<file path="src/logic/icu_cfg.svh">
`ifndef ICU_CFG_SVH
`define ICU_CFG_SVH

// register indices; the bus byte address is four times the index
`define ICU_IDX_BUF1      12'h140
`define ICU_IDX_CON1      12'h142
`define ICU_IDX_BUF2      12'h144
`define ICU_IDX_CON2      12'h146
`define ICU_IDX_IRQ_STAT  12'h148
`define ICU_IDX_IRQ_EN    12'h14a
`define ICU_IDX_CH_STEP   12'h004

// control register field positions
`define ICU_BIT_SIDL      13
`define ICU_BIT_TSEL      7
`define ICU_IEC_HI        6
`define ICU_IEC_LO        5
`define ICU_BIT_OVF       4
`define ICU_BIT_BNE       3
`define ICU_MODE_HI       2
`define ICU_MODE_LO       0

// reset values
`define ICU_CON_RST       16'h0000
`define ICU_IRQ_RST       2'h0

// sizes and prescaler terminal counts
`define ICU_NCH           2
`define ICU_DATA_W        16
`define ICU_FIFO_DEPTH    4
`define ICU_FIFO_CNT_W    3
`define ICU_PRE_W         4
`define ICU_PRE4_TOP      4'h3
`define ICU_PRE16_TOP     4'hf

`endif

</file>
<file path="src/logic/icu_pkg.sv">
`default_nettype none

package icu_pkg;

	typedef enum logic [2:0] {
		ICU_OFF      = 3'b000,
		ICU_BOTH     = 3'b001,
		ICU_FALL     = 3'b010,
		ICU_RISE     = 3'b011,
		ICU_RISE4    = 3'b100,
		ICU_RISE16   = 3'b101,
		ICU_RSVD     = 3'b110,
		ICU_IRQ_ONLY = 3'b111
	} icu_mode_t;

	typedef struct packed {
		logic      stop_in_idle;
		logic      timebase_select;
		logic [1:0] interrupt_event_count;
		icu_mode_t capture_mode_field;
	} icu_ctrl_t;

	typedef struct packed {
		logic rise;
		logic fall;
	} icu_edge_t;

	typedef struct packed {
		logic [15:0] count;
		logic        running;
	} icu_tb_t;

endpackage

`default_nettype wire

</file>
<file path="src/logic/icu_edge.sv">
`timescale 1ns/100ps
`default_nettype none

module icu_edge
	import icu_pkg::*;
(
	// clock and reset
	input  wire logic      pclk,
	input  wire logic      presetn,
	// asynchronous capture pin
	input  wire logic      pin,
	// one-cycle edge pulses
	output icu_edge_t      edges
);

	logic sync1_r;
	logic sync2_r;
	logic prev_r;

	always_ff @(posedge pclk or negedge presetn) begin
		if (!presetn) begin
			sync1_r <= 1'b0;
			sync2_r <= 1'b0;
			prev_r  <= 1'b0;
		end else begin
			sync1_r <= pin;
			sync2_r <= sync1_r;
			prev_r  <= sync2_r;
		end
	end

	assign edges.rise = sync2_r & ~prev_r;
	assign edges.fall = ~sync2_r & prev_r;

endmodule

`default_nettype wire

</file>
<file path="src/logic/icu_fifo.sv">
`timescale 1ns/100ps
`default_nettype none
`include "icu_cfg.svh"

module icu_fifo
	import icu_pkg::*;
(
	// clock and reset
	input  wire logic                         pclk,
	input  wire logic                         presetn,
	// write side
	input  wire logic                         push,
	input  wire logic [`ICU_DATA_W-1:0]       din,
	// read side
	input  wire logic                         pop,
	output logic      [`ICU_DATA_W-1:0]       head,
	// status
	output logic                              full,
	output logic                              empty
);

	logic [`ICU_DATA_W-1:0]     mem_r   [`ICU_FIFO_DEPTH];
	logic [`ICU_DATA_W-1:0]     mem_nxt [`ICU_FIFO_DEPTH];
	logic [`ICU_FIFO_CNT_W-1:0] cnt_r;
	logic [`ICU_FIFO_CNT_W-1:0] cnt_nxt;
	logic [`ICU_FIFO_CNT_W-1:0] wr_idx;
	wire                        do_pop = pop & ~empty;
	wire                        do_push = push & ~full;

	assign empty  = (cnt_r == 3'h0);
	assign full   = (cnt_r == 3'(`ICU_FIFO_DEPTH));
	assign head   = mem_r[0];
	assign wr_idx = do_pop ? cnt_r - 3'h1 : cnt_r;
	assign cnt_nxt = cnt_r + {2'h0, do_push} - {2'h0, do_pop};

	// a pop moves every entry one place toward the head
	genvar g;
	generate
		for (g = 0; g < `ICU_FIFO_DEPTH; g++) begin : g_slot
			localparam int NXT = (g == `ICU_FIFO_DEPTH - 1) ? g : g + 1;
			assign mem_nxt[g] = (do_push && wr_idx == 3'(g)) ? din :
			                    do_pop ? mem_r[NXT] : mem_r[g];
			always_ff @(posedge pclk or negedge presetn) begin
				if (!presetn)
					mem_r[g] <= 16'h0000;
				else
					mem_r[g] <= mem_nxt[g];
			end
		end
	endgenerate

	always_ff @(posedge pclk or negedge presetn) begin
		if (!presetn)
			cnt_r <= 3'h0;
		else
			cnt_r <= cnt_nxt;
	end

endmodule

`default_nettype wire

</file>
<file path="src/logic/icu_top.sv">
// Operation
// RQ1 - modes: falling, rising, every 4th rising, every 16th rising, both edges
// RQ2 - edge prescaler counter clears when channel off and on reset
// RQ3 - each channel buffers captures in a four-deep 16-bit fifo
// RQ4 - buffer-not-empty set on first capture, cleared after all entries read
// RQ5 - buffer read returns oldest entry and advances the rest
// RQ6 - fifth capture into full buffer sets overflow and is dropped
// RQ7 - after overflow nothing is stored until the buffer is read empty
// RQ8 - software must not read an empty buffer; data then undefined
// RQ9 - control bit 7 selects timebase_a, else timebase_b
// RQ10 - timebase_b is the default after reset
// RQ11 - both-edge mode flags every edge, ignores event count, never overflows
// RQ12 - mode 111 with interrupt enabled wakes from sleep or idle, timer independent
// RQ13 - in sleep only mode 111 rising-edge interrupt works, no count or prescale
// RQ14 - idle keeps full function if timer runs and stop-in-idle is 0
// RQ15 - mode 111 in idle makes the pin a pure interrupt input
// RQ16 - interrupt raised after event count set by control bits 6:5
// RQ17 - per-channel flag in status register, forwarded only when enabled
// RQ18 - two independent channels, each with control and buffer registers
// RQ19 - control fields: stop-in-idle 13, select 7, count 6:5, ovf 4, bne 3, mode 2:0
// RQ20 - mode 000 off, 010 falling, 011 rising, 100 fourth, 101 sixteenth
`timescale 1ns/100ps
`default_nettype none
`include "icu_cfg.svh"

module icu_top
	import icu_pkg::*;
(
	// apb slave
	input  wire logic               pclk,
	input  wire logic               presetn,
	input  wire logic               psel,
	input  wire logic               penable,
	input  wire logic               pwrite,
	input  wire logic [11:0]        paddr,
	input  wire logic [31:0]        pwdata,
	output logic      [31:0]        prdata,
	output logic                    pready,
	output logic                    pslverr,
	// capture pins
	input  wire logic [1:0]         cap_pin,
	// time bases
	input  wire logic [15:0]        timebase_a_count,
	input  wire logic               timebase_a_run,
	input  wire logic [15:0]        timebase_b_count,
	input  wire logic               timebase_b_run,
	// cpu power state
	input  wire logic               cpu_sleep,
	input  wire logic               cpu_idle,
	// towards the interrupt controller
	output logic [1:0]              capture_irq,
	output logic                    wake_req
);

	// byte address of a register index
	function automatic logic [11:0] icu_addr(input logic [11:0] idx);
		icu_addr = {idx[9:0], 2'b00};
	endfunction

	function automatic logic icu_hit(input logic [11:0] a, input logic [11:0] idx);
		icu_hit = (a == icu_addr(idx));
	endfunction

	// modes that run the edge prescaler
	function automatic logic icu_pre_mode(input icu_mode_t m);
		icu_pre_mode = (m == ICU_RISE4) || (m == ICU_RISE16);
	endfunction

	// modes in which the interrupt event counter is held at zero
	function automatic logic icu_evc_idle(input icu_mode_t m);
		icu_evc_idle = (m == ICU_OFF) || (m == ICU_BOTH) || (m == ICU_IRQ_ONLY);
	endfunction

	// both-edge mode: every capture interrupts and nothing overflows
	function automatic logic icu_both(input icu_mode_t m);
		icu_both = (m == ICU_BOTH);
	endfunction

	// control fields at reset, cut from the register's reset word
	localparam logic [15:0] CON_RST  = `ICU_CON_RST;
	localparam icu_ctrl_t   CTRL_RST = '{
		stop_in_idle:          CON_RST[`ICU_BIT_SIDL],
		timebase_select:       CON_RST[`ICU_BIT_TSEL],
		interrupt_event_count: CON_RST[`ICU_IEC_HI:`ICU_IEC_LO],
		capture_mode_field:    icu_mode_t'(CON_RST[`ICU_MODE_HI:`ICU_MODE_LO])
	};

	// apb phases
	wire        setup  = psel & ~penable;
	wire        access = psel & penable;
	wire        wr_acc = access & pwrite;
	wire        rd_acc = access & ~pwrite;

	wire        hit_stat = icu_hit(paddr, `ICU_IDX_IRQ_STAT);
	wire        hit_en   = icu_hit(paddr, `ICU_IDX_IRQ_EN);
	wire        stat_wr  = wr_acc & hit_stat;
	wire        en_wr    = wr_acc & hit_en;

	// per-channel state
	icu_ctrl_t                 ctrl_r    [`ICU_NCH];
	icu_ctrl_t                 ctrl_nxt  [`ICU_NCH];
	logic                      ovf_r     [`ICU_NCH];
	logic                      ovf_nxt   [`ICU_NCH];
	logic [`ICU_PRE_W-1:0]     pre_r     [`ICU_NCH];
	logic [`ICU_PRE_W-1:0]     pre_nxt   [`ICU_NCH];
	logic [1:0]                evc_r     [`ICU_NCH];
	logic [1:0]                evc_nxt   [`ICU_NCH];
	logic [`ICU_DATA_W-1:0]    head      [`ICU_NCH];
	logic [31:0]               con_rd    [`ICU_NCH];
	logic [`ICU_NCH-1:0]       hit_buf;
	logic [`ICU_NCH-1:0]       hit_con;
	logic [`ICU_NCH-1:0]       fifo_full;
	logic [`ICU_NCH-1:0]       fifo_empty;
	logic [`ICU_NCH-1:0]       irq_set;
	logic [`ICU_NCH-1:0]       wake_set;

	// status and enable registers
	logic [`ICU_NCH-1:0]       irq_flag_r;
	logic [`ICU_NCH-1:0]       irq_flag_nxt;
	logic [`ICU_NCH-1:0]       irq_clr;
	logic [`ICU_NCH-1:0]       irq_en_r;
	logic [`ICU_NCH-1:0]       irq_en_nxt;
	logic                      wake_r;
	logic [31:0]               prdata_r;
	logic [31:0]               prdata_nxt;
	logic                      pslverr_r;
	logic                      mapped;

	genvar g;
	generate
		for (g = 0; g < `ICU_NCH; g++) begin : g_ch
			localparam logic [11:0] BUF_IDX = `ICU_IDX_BUF1 + 12'(g * 4);
			localparam logic [11:0] CON_IDX = `ICU_IDX_CON1 + 12'(g * 4);

			icu_edge_t   edges;
			icu_mode_t   mode;
			icu_tb_t     tb;
			logic        active;
			logic        irq_only;
			logic        pre_mode;
			logic        pre_tick;
			logic        pre_wrap;
			logic        raw_evt;
			logic        cap_evt;
			logic        blocked;
			logic        push;
			logic        pop;
			logic        ovf_set;
			logic        ovf_clr;
			logic        evc_hit;
			logic        con_wr;

			icu_edge u_edge (
				.pclk    (pclk),
				.presetn (presetn),
				.pin     (cap_pin[g]),
				.edges   (edges)
			);

			assign hit_buf[g] = icu_hit(paddr, BUF_IDX);
			assign hit_con[g] = icu_hit(paddr, CON_IDX);
			assign con_wr     = wr_acc & hit_con[g];
			assign mode       = ctrl_r[g].capture_mode_field;

			// select 1 picks timebase_a, 0 (reset) picks timebase_b
			assign tb.count   = ctrl_r[g].timebase_select ? timebase_a_count : timebase_b_count;  // [RQ9] [RQ10]
			assign tb.running = ctrl_r[g].timebase_select ? timebase_a_run : timebase_b_run;

			// full capture function: not asleep, and idle only with running timer
			assign active   = ~cpu_sleep & (~cpu_idle | (~ctrl_r[g].stop_in_idle & tb.running));  // [RQ13] [RQ14]
			assign irq_only = (mode == ICU_IRQ_ONLY);  // [RQ15]

			assign pre_mode = icu_pre_mode(mode);
			assign pre_wrap = (mode == ICU_RISE4) ? (pre_r[g] == `ICU_PRE4_TOP) : (pre_r[g] == `ICU_PRE16_TOP);
			assign pre_tick = edges.rise & active & pre_mode;

			always_comb begin
				case (mode)
					ICU_BOTH:   raw_evt = edges.rise | edges.fall;  // [RQ1]
					ICU_FALL:   raw_evt = edges.fall;  // [RQ20]
					ICU_RISE:   raw_evt = edges.rise;
					ICU_RISE4:  raw_evt = edges.rise & pre_wrap;  // [RQ1]
					ICU_RISE16: raw_evt = edges.rise & pre_wrap;
					default:    raw_evt = 1'b0;
				endcase
			end

			assign cap_evt = raw_evt & active;
			// after an overflow nothing is stored until the buffer has been read empty
			assign blocked = ovf_r[g] & ~fifo_empty[g];  // [RQ7]
			assign push    = cap_evt & ~fifo_full[g] & ~blocked;
			assign ovf_set = cap_evt & fifo_full[g] & ~icu_both(mode);  // [RQ6] [RQ11]
			assign ovf_clr = con_wr & ~pwdata[`ICU_BIT_OVF];
			assign pop     = rd_acc & hit_buf[g] & ~fifo_empty[g];  // [RQ5] [RQ8]

			// prescaler counter
			always_comb begin
				if (mode == ICU_OFF || !pre_mode)
					pre_nxt[g] = 4'h0;  // [RQ2]
				else if (pre_tick)
					pre_nxt[g] = pre_wrap ? 4'h0 : pre_r[g] + 4'h1;
				else
					pre_nxt[g] = pre_r[g];
			end

			// interrupt event counter: count field n raises on the (n+1)th capture
			assign evc_hit = (evc_r[g] == ctrl_r[g].interrupt_event_count);  // [RQ16]
			always_comb begin
				if (icu_evc_idle(mode))
					evc_nxt[g] = 2'h0;
				else if (push)
					evc_nxt[g] = evc_hit ? 2'h0 : evc_r[g] + 2'h1;
				else
					evc_nxt[g] = evc_r[g];
			end

			// mode 111 fires on rising edges in run, idle and sleep alike
			assign irq_set[g] = (irq_only & edges.rise) |  // [RQ12] [RQ15]
			                    (icu_both(mode) & cap_evt) |  // [RQ11]
			                    (push & ~icu_both(mode) & evc_hit);  // [RQ16]
			assign wake_set[g] = irq_only & edges.rise & irq_en_r[g] & (cpu_sleep | cpu_idle);  // [RQ12]

			// overflow is sticky; software clears by writing 0, a new overflow wins
			assign ovf_nxt[g] = ovf_set | (ovf_r[g] & ~ovf_clr);  // [RQ6]

			always_comb begin
				ctrl_nxt[g] = ctrl_r[g];
				if (con_wr) begin
					ctrl_nxt[g].stop_in_idle          = pwdata[`ICU_BIT_SIDL];  // [RQ19]
					ctrl_nxt[g].timebase_select       = pwdata[`ICU_BIT_TSEL];
					ctrl_nxt[g].interrupt_event_count = pwdata[`ICU_IEC_HI:`ICU_IEC_LO];
					ctrl_nxt[g].capture_mode_field    = icu_mode_t'(pwdata[`ICU_MODE_HI:`ICU_MODE_LO]);
				end
			end

			assign con_rd[g] = {16'h0000, 2'b00, ctrl_r[g].stop_in_idle, 5'h00,
			                    ctrl_r[g].timebase_select, ctrl_r[g].interrupt_event_count,
			                    ovf_r[g], ~fifo_empty[g], ctrl_r[g].capture_mode_field};  // [RQ4] [RQ19]

			// the fifo stores the count of the selected time base
			icu_fifo u_fifo (
				.pclk    (pclk),
				.presetn (presetn),
				.push    (push),  // [RQ3]
				.din     (tb.count),
				.pop     (pop),
				.head    (head[g]),
				.full    (fifo_full[g]),
				.empty   (fifo_empty[g])
			);

			always_ff @(posedge pclk or negedge presetn) begin
				if (!presetn)
					ctrl_r[g] <= CTRL_RST;  // [RQ10]
				else
					ctrl_r[g] <= ctrl_nxt[g];
			end

			always_ff @(posedge pclk or negedge presetn) begin
				if (!presetn)
					ovf_r[g] <= 1'b0;
				else
					ovf_r[g] <= ovf_nxt[g];
			end

			// prescaler restarts from zero on any reset
			always_ff @(posedge pclk or negedge presetn) begin
				if (!presetn)
					pre_r[g] <= 4'h0;  // [RQ2]
				else
					pre_r[g] <= pre_nxt[g];
			end

			always_ff @(posedge pclk or negedge presetn) begin
				if (!presetn)
					evc_r[g] <= 2'h0;
				else
					evc_r[g] <= evc_nxt[g];
			end
		end
	endgenerate

	// flags: write 1 to clear, a same-cycle set wins
	assign irq_clr      = stat_wr ? pwdata[1:0] : 2'h0;
	assign irq_flag_nxt = irq_set | (irq_flag_r & ~irq_clr);  // [RQ17]
	assign irq_en_nxt   = en_wr ? pwdata[1:0] : irq_en_r;

	// read data is latched in the setup phase and held through access
	assign mapped = (|hit_buf) | (|hit_con) | hit_stat | hit_en;  // [RQ18]
	always_comb begin
		prdata_nxt = 32'h0000_0000;
		if (hit_buf[0])
			prdata_nxt = {16'h0000, head[0]};  // [RQ5]
		else if (hit_buf[1])
			prdata_nxt = {16'h0000, head[1]};
		else if (hit_con[0])
			prdata_nxt = con_rd[0];
		else if (hit_con[1])
			prdata_nxt = con_rd[1];
		else if (hit_stat)
			prdata_nxt = {30'h0, irq_flag_r};
		else if (hit_en)
			prdata_nxt = {30'h0, irq_en_r};
	end

	always_ff @(posedge pclk or negedge presetn) begin
		if (!presetn)
			irq_flag_r <= `ICU_IRQ_RST;
		else
			irq_flag_r <= irq_flag_nxt;
	end

	always_ff @(posedge pclk or negedge presetn) begin
		if (!presetn)
			irq_en_r <= `ICU_IRQ_RST;
		else
			irq_en_r <= irq_en_nxt;
	end

	// wake is a registered one-cycle pulse
	always_ff @(posedge pclk or negedge presetn) begin
		if (!presetn)
			wake_r <= 1'b0;
		else
			wake_r <= |wake_set;
	end

	// only a setup cycle loads these, so they hold through the access phase
	always_ff @(posedge pclk or negedge presetn) begin
		if (!presetn) begin
			prdata_r  <= 32'h0000_0000;
			pslverr_r <= 1'b0;
		end else if (setup) begin
			prdata_r  <= prdata_nxt;
			pslverr_r <= ~mapped;
		end
	end

	assign pready      = 1'b1;
	assign prdata      = prdata_r;
	assign pslverr     = pslverr_r & access;
	assign capture_irq = irq_flag_r & irq_en_r;  // [RQ17]
	assign wake_req    = wake_r;

endmodule

`default_nettype wire

</file>
<file path="config.mk">
export PLATFORM = sky130hd
export DESIGN_NAME = icu_top
export DESIGN_NICKNAME = d
export VERILOG_FILES = /design/src/logic/icu_pkg.sv /design/src/logic/icu_edge.sv /design/src/logic/icu_fifo.sv /design/src/logic/icu_top.sv
export VERILOG_INCLUDE_DIRS = /design/src /design/src/logic
export SDC_FILE = /design/constraint.sdc
export NUM_CORES = 1
export LEC_CHECK = 0
export BUFFER_PORTS_ARGS = -buffer_cell sky130_fd_sc_hd__buf_4
export CORE_ASPECT_RATIO = 0.6
export CORE_MARGIN = 5
export CORE_UTILIZATION = 35
export CTS_BUF_LIST = sky130_fd_sc_hd__clkbuf_8
export DETAILED_ROUTE_END_ITERATION = 6
export GPL_ROUTABILITY_DRIVEN = 0
export PLACE_DENSITY_LB_ADDON = 0.15
export SETUP_SLACK_MARGIN = 0.05
export SKIP_CTS_REPAIR_TIMING = 1
export SYNTH_ARGS = -nofsm -noshare
export SYNTH_HDL_FRONTEND = slang
export SYNTH_SLANG_ARGS = --single-unit
</file>
<file path="constraint.sdc">
create_clock -name pclk -period 3.2 [get_ports pclk]
set_clock_uncertainty 0.1 [all_clocks]
set_input_delay 0.64 -clock pclk [delete_from_list [all_inputs] [get_ports pclk]]
set_output_delay 0.64 -clock pclk [all_outputs]
set_load 0.02 [all_outputs]
</file>
Word level (Yosys, flattened, before mapping)
Cells that the tools add are included.
Word-level totals
  input port bits: 87
  logic and storage cells: 256
  output and inout bits: 37
  register bits after elaboration: 206
Operators by class
  bitwise gates (word level): 99
  reduce and logical (&&, ||, !) cells: 39
  add/sub/neg operators: 10
  equal/unequal tests: 32
  mux-type cells: 41
Operator list (number)
  $mux 16: 14
  $mux 32: 4
  $eq 12x11->1 const B: 6
  $and 1x1->1: 59
  $eq 3x2->1 const B: 8
  $eq 3x3->1 const B: 8
  $mux 4: 6
  $not 1->1: 22
  $reduce_bool 2->1: 10
  $logic_not 3->1: 6
  $mux 2: 9
  $or 1x1->1: 14
  $eq 3x1->1 const B: 4
  $reduce_or 2->1: 5
  $add 4x1->4 const B: 2
  $eq 4x2->1 const B: 2
  $eq 4x4->1 const B: 2
  $logic_and 1x1->1: 8
  $logic_or 1x1->1: 8
  $pmux 1 s4: 2
  $add 3x1->3: 2
  $mux 3: 2
  $sub 3x1->3: 2
  $sub 3x1->3 const B: 2
  other kinds (7): 14

Longest topological paths before layout
Gate-level depths: netlist of the first run.
  depth in word-level cells: 11
  depth in mapped cells: 11
  mapped depth without buffers: 11

Cells and area by module
A second synthesis of the first run with hierarchy kept.
Second synthesis, totals
  cells, all modules: 878
  area, all modules: 10623.9 um^2
Modules (own cells, without submodules)
  icu_fifo: cells an instance 241, times used 2, sequential area each 1676.6 um^2, area each 3494.6 um^2
  icu_top: cells an instance 386, times used 1, sequential area each 1251.2 um^2, area each 3454.6 um^2
  icu_edge: cells an instance 5, times used 2, sequential area each 75.1 um^2, area each 90.1 um^2

Worst setup path after synthesis of the first run
Ideal clock, no wire load.
  path type: in2reg
  start: input port paddr[0]
  end: register g_ch[0].u_fifo.mem_r[38] (netlist name)
  arrival time: 2749 ps
  library setup time: 81 ps
  stages: 7
  data required time: 3019 ps
  setup slack: 271 ps
  path buffers: 1
  cells stage by stage: or3_1 > or3_1 > nor2_1 > ha_1 > nor4_4 > buf_6 > mux2i_1
On the way
  word-level cells in the longest chain between the ends: 8
  elaborated cells between the ends (all ways): 9
  classes of those cells: eq/ne: 2; mux: 2; bitwise: 3; reduce/logical: 2
Ends and longest elaborated chain
  start, declared: RTL line icu_top.sv:35  | input wire logic [11:0] paddr,
  $eq 12x11->1 (*): RTL line icu_top.sv:61  | icu_hit = (a == icu_addr(idx));
  $and 1x1->1 (*) (2 in series): RTL line icu_top.sv:194  | assign pop = rd_acc & hit_buf[g] & ~fifo_empty[g];
  $and 1x1->1 (*): RTL line icu_fifo.sv:27  | wire do_pop = pop & ~empty;
  $mux 3: RTL line icu_fifo.sv:33  | assign wr_idx = do_pop ? cnt_r - 3'h1 : cnt_r;
  $eq 3x1->1: RTL line icu_fifo.sv:41  | assign mem_nxt[g] = (do_push && wr_idx == 3'(g)) ? din :
  $logic_and 1x1->1: RTL line icu_fifo.sv:41
  $mux 16 / $reduce_bool 2->1 (equally long branches)
  end signal, assigned by index: RTL line icu_fifo.sv:47  | mem_r[g] <= mem_nxt[g];
  end, declared: RTL line icu_fifo.sv:22  | logic [`ICU_DATA_W-1:0] mem_r [`ICU_FIFO_DEPTH];
Mark *: on every way between the ends. The rest lies on a longest branch, timed or not.
A chain may end at the register's enable or synchronous reset.

Worst setup path in the final report of the first run
  start: register g_ch[0].u_fifo.cnt_r[1]
  end: register g_ch[0].u_fifo.mem_r[15] (netlist name)
On the way
  word-level cells in the longest chain between the ends: 7
  elaborated cells between the ends (all ways): 15
  classes of those cells: add/sub: 1; eq/ne: 2; mux: 1; bitwise: 9; reduce/logical: 2
Ends and longest elaborated chain
  start, declared: RTL line icu_fifo.sv:24  | logic [`ICU_FIFO_CNT_W-1:0] cnt_r;
  start signal, assigned: RTL line icu_fifo.sv:56  | cnt_r <= cnt_nxt;
  $logic_not 3->1: RTL line icu_fifo.sv:30  | assign empty = (cnt_r == 3'h0);
  $not 1->1: RTL line icu_fifo.sv:27, icu_top.sv:190, icu_top.sv:194
  $and 1x1->1 (on tied branches): RTL line icu_top.sv:194, icu_top.sv:190
  $and 1x1->1 / $not 1->1 (equally long branches): RTL line icu_fifo.sv:27, icu_top.sv:191
  $mux 3 / $and 1x1->1 (equally long branches): RTL line icu_fifo.sv:33, icu_top.sv:191
  $eq 3x2->1 / $and 1x1->1 (equally long branches): RTL line icu_fifo.sv:41, icu_fifo.sv:28
  $logic_and 1x1->1 (*): RTL line icu_fifo.sv:41
Marks and branches as above.

==> impl_metrics.env, run 1 <==
export IMPL_synth_xor_area_share=0.00889
export IMPL_crit_reg2reg_capture="g_ch[0].u_fifo.mem_r[15]"
export IMPL_holdWs_ns=0.0492
export IMPL_cts_buffers=17
export IMPL_grt_usage=0.164
export IMPL_grt_first_pass_wirelength_um=40100
export IMPL_dieArea_um2=31700
export IMPL_die_w_um=227
export IMPL_fmax_mhz=358
export IMPL_initialDrtViolationCount=415
export IMPL_avgSynthCellArea_um2=11.3
export IMPL_p_leak_nw=5.21
export IMPL_yosysTopAreaCell="dfrtp_1"
export IMPL_clock_latency_ns=0.47
export IMPL_dp_cells=1303
export IMPL_h_tree_depth=4
export IMPL_synth_top_area_frac=0.483
export IMPL_syn_area_um2=9850
export IMPL_synth_fa_ha_area_frac=0.0219
export IMPL_min_period_ns=2.80
export IMPL_grt_overflow=0
export IMPL_async_reset_ff_frac=1.00
export IMPL_end_kind="flip-flop"
export IMPL_core_um2=27600
export IMPL_p_seq_frac=0.527
export IMPL_cp_arrival_ns=3.09
export IMPL_grt_pass1_vias=6470
export IMPL_antenna_cells=0
export IMPL_grtUsageMet1=0.272
export IMPL_ir_drop_v=0.000249
export IMPL_startpoint="g_ch[0].u_fifo.cnt_r[1]"
export IMPL_tightest_slew_ns=0.818
export IMPL_fin_cells=1334
export IMPL_synth_simple_area_share=0.0935
export IMPL_maxCapViolCount=0
export IMPL_synth_top_family_by_area="multiplexers"
export IMPL_die_h_um=140
export IMPL_vias=6545
export IMPL_fin_crit_sh=0.874
export IMPL_grt_antenna_before_repair=0
export IMPL_fillers=2693
export IMPL_path_class="reg2reg"
export IMPL_pwr_share_clk=0.313
export IMPL_ff2ff_path_depth=8
export IMPL_gr_usage_met3=0.0297
export IMPL_outcome="finished, final reports clean"
export IMPL_synth_edf_count=0
export IMPL_cp_required_ns=3.49
export IMPL_clk_path_buf_depth=2
export IMPL_grt_max_degree=69
export IMPL_start_util=0.356
export IMPL_crit_end="g_ch[0].u_fifo.mem_r[15]"
export IMPL_p_per_area_nw_per_um2=499
export IMPL_ys_warn_count=0
export IMPL_dp_hpwl_um=18600
export IMPL_setup_viol=0
export IMPL_p_comb_frac=0.160
export IMPL_slew_limit_headroom=0.455
export IMPL_clk_pin_slew_ns=0.10
export IMPL_busiest_layer="met1"
export IMPL_rrSetupSlack_ns=0.40
export IMPL_finalNetCount=1058
export IMPL_drt_total_wl_um=25800
export IMPL_power_mw=5.70
export IMPL_vias_per_cell=4.91
export IMPL_start_kind="flip-flop"
export IMPL_port_buffers=82
export IMPL_report_final_slew_viol_count=0
export IMPL_place_area_um2=11000
export IMPL_yosysSeqAreaShare=0.483
export IMPL_cts_sinks=190
export IMPL_synth_area_leaders="dfrtp_1 48%, mux2i_1 22%, mux2_2 4.1%"
export IMPL_synth_mux_area_frac=0.265
export IMPL_yosysMostFrequentCell="mux2i_1"
export IMPL_hold_viol_final=0
export IMPL_hp_class="in2async"
export IMPL_first_pass_iters=4
export IMPL_internal_power_mw=4.05
export IMPL_area_growth_syn_to_layout_pct=16.1
export IMPL_rsz0062_at_grt="false"
export IMPL_clk_root_buffer_cell="clkbuf_8"
export IMPL_cp_max_fo=32
export IMPL_drive_above_1_share=0.214
export IMPL_synth_cells=869
export IMPL_wl_per_cell_um=19.3
export IMPL_cts_tree="built"
export IMPL_ys_flop_type="dfrtp_1"
export IMPL_synth_top_cells_by_count="220 x mux2i_1, 190 x dfrtp_1, 64 x nor2_1, 53 x nand2_1, 36 x mux2_2"
export IMPL_swShare=0.289
export IMPL_final_antenna_net_count=0
export IMPL_rows=47
export IMPL_fin_area_um2=11400
export IMPL_yosysUniqueCellTypes=63
export IMPL_use_met2=0.220
export IMPL_timing_rr_start="g_ch[0].u_fifo.cnt_r[1]"
export IMPL_ys_ff_latch=190
export IMPL_power_switching_mw=1.65
export IMPL_ios=124
export IMPL_synth_compound_area_share=0.0755
export IMPL_drc=0
[registers in the layout, summed over array words and instances, names as in the netlist]
signal,flops
con_rd,10
evc_r,4
g_ch.mode,6
g_ch.u_edge.prev_r,2
g_ch.u_edge.sync1_r,2
g_ch.u_edge.sync2_r,2
g_ch.u_fifo.cnt_r,6
g_ch.u_fifo.head,32
g_ch.u_fifo.mem_r,96
irq_en_r,2
irq_flag_r,2
prdata,16
pre_r,8
pslverr_r,1
wake_req,1
[worst max-delay path: stages, from the launching register on]
cell       delay (ns)
dfrtp_1          0.38
inv_1            0.11
ha_1             0.25
a211o_1          0.39
or4_4            0.59
a2111oi_4        0.43
buf_12           0.25
nor2_1           0.06
a21oi_1          0.12
[power groups by stage]
stage / registers (mW) / clock network (mW) / logic [mW]
2_1_floorplan: 2.97 / 0 / 0.618
3_3_place_gp: 3.05 / 0 / 0.892
3_5_place_dp: 3.05 / 0 / 0.921
4_1_cts: 3.00 / 1.84 / 0.925
5_1_grt: 3.05 / 1.94 / 1.04
6_report: 3.01 / 1.78 / 0.912
[cells by family after synthesis]
kind of cell	count (synthesis)
XOR/XNOR	10
AO/OA/AOI/OAI	110
flip-flops	190
AND/OR/NAND/NOR	187
other	2
adder cells (fa/ha/maj)	16
multiplexers	256
buffers and inverters	98
[worst min path at each step]
| stage | from | endpoint | slack (ns) | cells after the start |
|---|---|---|---|---|
| floorplan | g_ch[0].u_edge.sync1_r | g_ch[0].u_edge.sync2_r | 0.23 | 0 |
| global placement | g_ch[0].u_edge.sync1_r | g_ch[0].u_edge.sync2_r | 0.23 | 0 |
| detailed placement | g_ch[0].u_edge.sync1_r | g_ch[0].u_edge.sync2_r | 0.24 | 0 |
| CTS | presetn | pre_r[5] | 0.06 | 1 |
| global route | presetn | pre_r[5] | 0.07 | 1 |
| finish | presetn | pre_r[5] | 0.05 | 1 |
[routing by layer]
layer,share of wire,up-vias
met4,0.0091,0
met1,0.54,3238
li1,-,3213
met5,0,-
met3,0.040,16
met2,0.41,78
[layout by cell type, fill, tap and decap left out, types with 13 or more instances in the layout]
cell and count:
a21oi_1 33, a221oi_1 15, buf_4 103, clkbuf_8 19, conb_1 17, dfrtp_1 190
ha_1 14, inv_1 36, mux2_2 36, mux2i_1 220, nand2_1 53, nor2_1 64
o21ai_0 13, o21ai_1 14
[cell type report]
class                      instances  area [um^2]  share of cell area
clock buffer                      18          248              0.0217
clock inverter                    13          186              0.0163
inverter                          36          135              0.0118
multi-input combinational        596         4660               0.408
sequential                       190         4750               0.416
tap                              367          459              0.0402
timing repair buffer             114          987              0.0864
[stage by stage]
| stage | util | worst slack (ns) | setup TNS [ns] |
|---|---|---|---|
| after floorplan | - | 0.271 | 0 |
| after global placement | 0.398 | -0.0141 | -0.0141 |
| after detailed placement | 0.398 | -0.0368 | -0.0368 |
| after CTS | 0.414 | 0.378 | 0 |
| after global routing | 0.414 | 0.240 | 0 |
| final | 0.414 | 0.404 | 0 |
Power figures use the tool's default switching activity.
==> inputs of run 2 (changes only) <==
- SYNTH_HIERARCHICAL: default -> 1
- clock period: 3.2 -> 3.6 ns (I/O delays scaled with it)
==> impl_metrics.env, run 2 <==
export IMPL_grt_max_degree=71
export IMPL_port_buffers=82
export IMPL_cp_required_ns=3.89
export IMPL_grt_first_pass_wirelength_um=40300
export IMPL_tightest_slew_ns=0.911
export IMPL_async_reset_ff_frac=1.00
export IMPL_largest_reg_flops=96
export IMPL_cp_max_fo=7
export IMPL_ios=124
export IMPL_cts_sinks=190
export IMPL_power_mw=5.37
export IMPL_grt_overflow=0
export IMPL_yosysMostFrequentCell="mux2_2"
export IMPL_p_per_area_nw_per_um2=447
export IMPL_initialDrtViolationCount=389
export IMPL_layout_common_cells="232 x mux2_2, 190 x dfrtp_1, 97 x buf_4"
export IMPL_top_register="g_ch.u_fifo/mem_r"
export IMPL_clk_root_buffer_cell="clkbuf_8"
export IMPL_fillers=2867
export IMPL_worst_path_max_delay_cell="dfrtp_1"
export IMPL_clk_pin_slew_ns=0.10
export IMPL_yosysUniqueCellTypes=64
export IMPL_fin_crit_sh=0.887
export IMPL_p_leak_nw=5.78
export IMPL_synth_cells=878
export IMPL_drc=0
export IMPL_die_h_um=145
export IMPL_die_w_um=235
export IMPL_hp_class="in2async"
export IMPL_final_common_cell="mux2_2"
export IMPL_grt_pass1_vias=6534
export IMPL_clk_path_buf_depth=2
export IMPL_slew_limit_headroom=0.387
export IMPL_final_antenna_net_count=0
export IMPL_fmax_mhz=313
export IMPL_path_delay_family="adder cells"
export IMPL_h_tree_depth=4
export IMPL_maxCapViolCount=0
export IMPL_rsz0062_at_grt="false"
export IMPL_vias=6564
export IMPL_ir_drop_v=0.000222
export IMPL_avgSynthCellArea_um2=12.1
export IMPL_drt_total_wl_um=25300
export IMPL_rrSetupSlack_ns=0.41
export IMPL_core_um2=29900
export IMPL_antenna_cells=0
export IMPL_synth_area_leaders="dfrtp_1 45%, mux2_2 25%, mux2_4 5.7%"
export IMPL_setup_ws_ns=0.407
export IMPL_crit_reg2reg_capture="g_ch[1].u_fifo/cnt_r[2]"
export IMPL_setup_viol=0
export IMPL_drive_above_1_share=0.468
export IMPL_min_period_ns=3.19
export IMPL_synth_top_area_frac=0.448
export IMPL_clock_latency_ns=0.50
export IMPL_yosysSeqAreaShare=0.448
export IMPL_critPathBufInv=4
export IMPL_fin_util=0.401
export IMPL_end_kind="flip-flop"
export IMPL_area_growth_syn_to_layout_pct=13.0
export IMPL_cts_tree="built"
export IMPL_report_final_slew_viol_count=0
export IMPL_ys_warn_count=6
export IMPL_critPathMaxStageDelay_ns=0.45
export IMPL_dp_hpwl_um=18300
export IMPL_cts_buffers=17
export IMPL_grt_usage=0.150
export IMPL_cp_arrival_ns=3.48
export IMPL_rows=49
export IMPL_place_area_um2=11600
export IMPL_fin_area_um2=12000
export IMPL_ys_flop_type="dfrtp_1"
export IMPL_path_class="reg2reg"
export IMPL_yosysTopAreaCell="dfrtp_1"
export IMPL_place_ws_ns=-0.105
export IMPL_outcome="finished, final reports clean"
export IMPL_crit_path_cell_trace="inv_1 -> ha_1 -> nand2b_4 -> inv_2 -> inv_1 -> a21oi_1 -> nand4b_1 -> a21oi_1 -> nand2_1 -> xor2_1 -> ha_1 -> inv_1 -> fa_1 -> xnor2_1 -> xnor2_1"
export IMPL_start_util=0.355
export IMPL_timing_rr_start="g_ch[1].u_fifo/cnt_r[0]"
export IMPL_cpMostUsedCell="inv_1"
export IMPL_first_pass_iters=5
export IMPL_wl_per_cell_um=18.7
export IMPL_ys_ff_latch=190
export IMPL_finalNetCount=1032
export IMPL_dieArea_um2=34100
export IMPL_ff2ff_path_depth=15
export IMPL_synth_edf_count=0
export IMPL_vias_per_cell=4.84
export IMPL_start_kind="flip-flop"
export IMPL_setup_tns_ns=0
export IMPL_synth_top_cells_by_count="232 x mux2_2, 190 x dfrtp_1, 60 x nand2_1, 53 x buf_4, 40 x mux2_4"
export IMPL_syn_area_um2=10600
export IMPL_grt_antenna_before_repair=0
export IMPL_hold_viol_final=0
==> run 2: changes by cell type after synthesis, moves of 8 or more <==
cell | previous run | this run
a21oi_1 | 33 | 13
a21oi_2 | 8 | 0
a221oi_1 | 15 | 7
buf_4 | 25 | 53
inv_1 | 35 | 26
mux2_2 | 36 | 232
mux2_4 | 0 | 40
mux2i_1 | 220 | 8
nor2_1 | 64 | 33
o21ai_0 | 13 | 29
o21ai_1 | 14 | 0
o21ai_2 | 0 | 8
==> run 2: cells by family after synthesis <==
group                    synth area share
multiplexers                        0.314
flip-flops                          0.448
adder cells (fa/ha/maj)            0.0132
XOR/XNOR                          0.00907
other                            0.000707
AO/OA/AOI/OAI                      0.0661
buffers and inverters              0.0663
AND/OR/NAND/NOR                    0.0829
==> run 2: cell type report <==
type	instances	area, um^2	area share
tap	408	510	0.0425
sequential	190	4750	0.396
timing repair buffer	111	1000	0.0835
inverter	28	105	0.00875
clock buffer	20	275	0.0229
clock inverter	12	120	0.0100
multi-input combinational	587	5240	0.436
==> run 2: worst max path at each step <==
| stage | cells after the start | start | end |
|---|---|---|---|
| 3_5_place_dp | 12 | paddr[1] | g_ch[1].u_fifo/cnt_r[2] |
| 5_1_grt | 15 | g_ch[1].u_fifo/cnt_r[1] | g_ch[1].u_fifo/cnt_r[2] |
| 6_report | 15 | g_ch[1].u_fifo/cnt_r[0] | g_ch[1].u_fifo/cnt_r[2] |
| 2_1_floorplan | 13 | paddr[1] | g_ch[0].u_fifo/cnt_r[2] |
| 4_1_cts | 13 | g_ch[1].u_fifo/cnt_r[1] | g_ch[1].u_fifo/cnt_r[2] |
| 3_3_place_gp | 12 | paddr[1] | g_ch[1].u_fifo/cnt_r[2] |
==> run 2: power by group <==
group | internal (mW) | switching [mW] | total [mW]
Sequential | 2.50 | 0.237 | 2.74
Combinational | 0.717 | 0.463 | 1.18
Clock | 0.664 | 0.781 | 1.44
==> run 2: routing by layer <==
metal,track usage,share of wire
met4,0.0341,0.0084
met5,0,0
met2,0.209,0.43
met1,0.238,0.54
met3,0.0307,0.024
==> run 2: through the flow <==
| stage | hold slack (ns) | std cells |
|---|---|---|
| after floorplan | 0.231 | 893 |
| final | 0.123 | 1356 |
| after detailed placement | 0.236 | 1324 |
| after global routing | 0.135 | 1356 |
| after CTS | 0.119 | 1356 |
| after global placement | 0.233 | 1324 |
==> inputs of run 3 (changes only) <==
- CORE_UTILIZATION: 35 -> 40
==> impl_metrics.env, run 3 (same netlist as run 2, synthesis figures left out) <==
export IMPL_top_register="g_ch.u_fifo/mem_r"
export IMPL_tightest_slew_ns=1.00
export IMPL_drt_total_wl_um=24300
export IMPL_hold_viol_final=0
export IMPL_cp_arrival_ns=3.39
export IMPL_fin_util=0.452
export IMPL_setup_tns_ns=0
export IMPL_final_antenna_net_count=0
export IMPL_grt_pass1_vias=6476
export IMPL_p_leak_nw=5.73
export IMPL_p_per_area_nw_per_um2=449
export IMPL_largest_reg_flops=96
export IMPL_wl_per_cell_um=18.6
export IMPL_core_um2=26300
export IMPL_fin_cells=1306
export IMPL_grt_first_pass_wirelength_um=38400
export IMPL_grt_antenna_before_repair=2
export IMPL_hp_class="in2async"
export IMPL_clock_latency_ns=0.48
export IMPL_grt_overflow=0
export IMPL_port_buffers=82
export IMPL_dp_cells=1272
export IMPL_ios=124
export IMPL_cts_tree="built"
export IMPL_vias=6557
export IMPL_clk_pin_slew_ns=0.11
export IMPL_clk_path_buf_depth=2
export IMPL_dieArea_um2=30000
export IMPL_final_common_cell="mux2_2"
export IMPL_p_seq_frac=0.512
export IMPL_rows=46
export IMPL_rrSetupSlack_ns=0.48
export IMPL_p_comb_frac=0.220
export IMPL_cp_required_ns=3.87
export IMPL_rsz0062_at_grt="false"
export IMPL_initialDrtViolationCount=354
export IMPL_multiInputGateArea_um2=5230
export IMPL_first_pass_iters=4
export IMPL_setup_viol=0
export IMPL_power_switching_mw=1.49
export IMPL_cts_buffers=17
export IMPL_fin_crit_sh=0.867
export IMPL_drive_above_1_share=0.467
export IMPL_slew_limit_headroom=0.331
export IMPL_outcome="finished, final reports clean"
export IMPL_layout_common_cells="232 x mux2_2, 190 x dfrtp_1, 94 x buf_4"
export IMPL_end_kind="flip-flop"
export IMPL_start_kind="flip-flop"
export IMPL_maxCapViolCount=0
export IMPL_area_growth_syn_to_layout_pct=12.0
export IMPL_start_util=0.404
export IMPL_ir_drop_v=0.000220
export IMPL_cp_max_fo=8
export IMPL_die_h_um=136
export IMPL_pwr_share_clk=0.268
export IMPL_fillers=2447
export IMPL_internal_power_mw=3.86
export IMPL_dp_hpwl_um=17600
export IMPL_fmax_mhz=320
export IMPL_h_tree_depth=4
export IMPL_clk_root_buffer_cell="clkbuf_8"
export IMPL_swShare=0.279
export IMPL_report_final_slew_viol_count=0
export IMPL_min_period_ns=3.12
export IMPL_finalNetCount=1028
export IMPL_cts_sinks=190
export IMPL_die_w_um=220
export IMPL_seq_area_um2=4750
export IMPL_drc=0
export IMPL_grt_usage=0.168
export IMPL_grt_max_degree=78
export IMPL_path_class="reg2reg"
export IMPL_vias_per_cell=5.02
## run 3: cell count changes in the layout (fill, tap and decap cells not counted)
cell,before,now
inv_1,28,26
clkbuf_8,21,19
nor4_2,3,2
inv_6,0,1
nor4_1,4,5
buf_4,97,94
buf_12,13,12
clkinvlp_4,2,5
diode_2,0,2
## run 3: power by group through the flow
stage	registers, mW	clock network [mW]	logic [mW]
after floorplan	2.69	0	1.03
after global placement	2.77	0	1.16
after detailed placement	2.79	0	1.18
after CTS	2.74	1.49	1.19
after global routing	2.79	1.58	1.30
final	2.74	1.43	1.18
## run 3: area by class of cell
class / count / share of cell area
flip-flops and latches: 190 / 0.400
inverters: 28 / 0.00883
diodes: 2 / 0.000421
multi-input cells: 587 / 0.440
clock inverters: 14 / 0.0121
repair buffers: 107 / 0.0807
clock buffers: 18 / 0.0208
well taps: 360 / 0.0379
## run 3: path summary, 6_finish.rpt
| check | start | depth (start not counted) | endpoint |
|---|---|---|---|
| max | g_ch[1].u_fifo/cnt_r[0] | 14 | g_ch[1].u_fifo/cnt_r[2] |
| min | presetn | 1 | g_ch[1].mode[0] |
| max reg2reg | g_ch[1].u_fifo/cnt_r[0] | 14 | g_ch[1].u_fifo/cnt_r[2] |
| min reg2reg | g_ch[1].u_edge/sync1_r | 0 | g_ch[1].u_edge/sync2_r |
| max in group asynchronous | presetn | 2 | g_ch[0].u_edge/prev_r |
| min in group pclk | cap_pin[1] | 1 | g_ch[1].u_edge/sync1_r |
## run 3: per-layer routing
| metal | part of all wire | vias up | track usage |
|---|---|---|---|
| met5 | 0 | - | 0 |
| met4 | 0.014 | 0 | 0.0464 |
| met3 | 0.027 | 22 | 0.0356 |
| met2 | 0.42 | 64 | 0.231 |
| met1 | 0.54 | 3280 | 0.263 |
| li1 | - | 3191 | - |
## run 3: stage by stage
step                      cell area, um^2  worst slack [ns]  hold slack [ns]  power, mW
after floorplan                     10700             0.293            0.231       3.72
after global placement              11500             0.214            0.233       3.93
after detailed placement            11500             0.193            0.239       3.97
after CTS                           11900             0.463            0.137       5.42
after global routing                11900             0.193            0.166       5.67
final                               11900             0.479            0.148       5.35
## run 3: critical path, stage by stage (launching register included)
cell	delay (ns)
dfrtp_1	0.45
inv_1	0.15
ha_1	0.28
nand2b_4	0.13
inv_2	0.04
buf_4	0.16
nor4_1	0.33
buf_4	0.26
nand2_2	0.10
xor2_1	0.17
ha_1	0.16
inv_1	0.05
fa_1	0.37
xnor2_1	0.15
xnor2_1	0.13
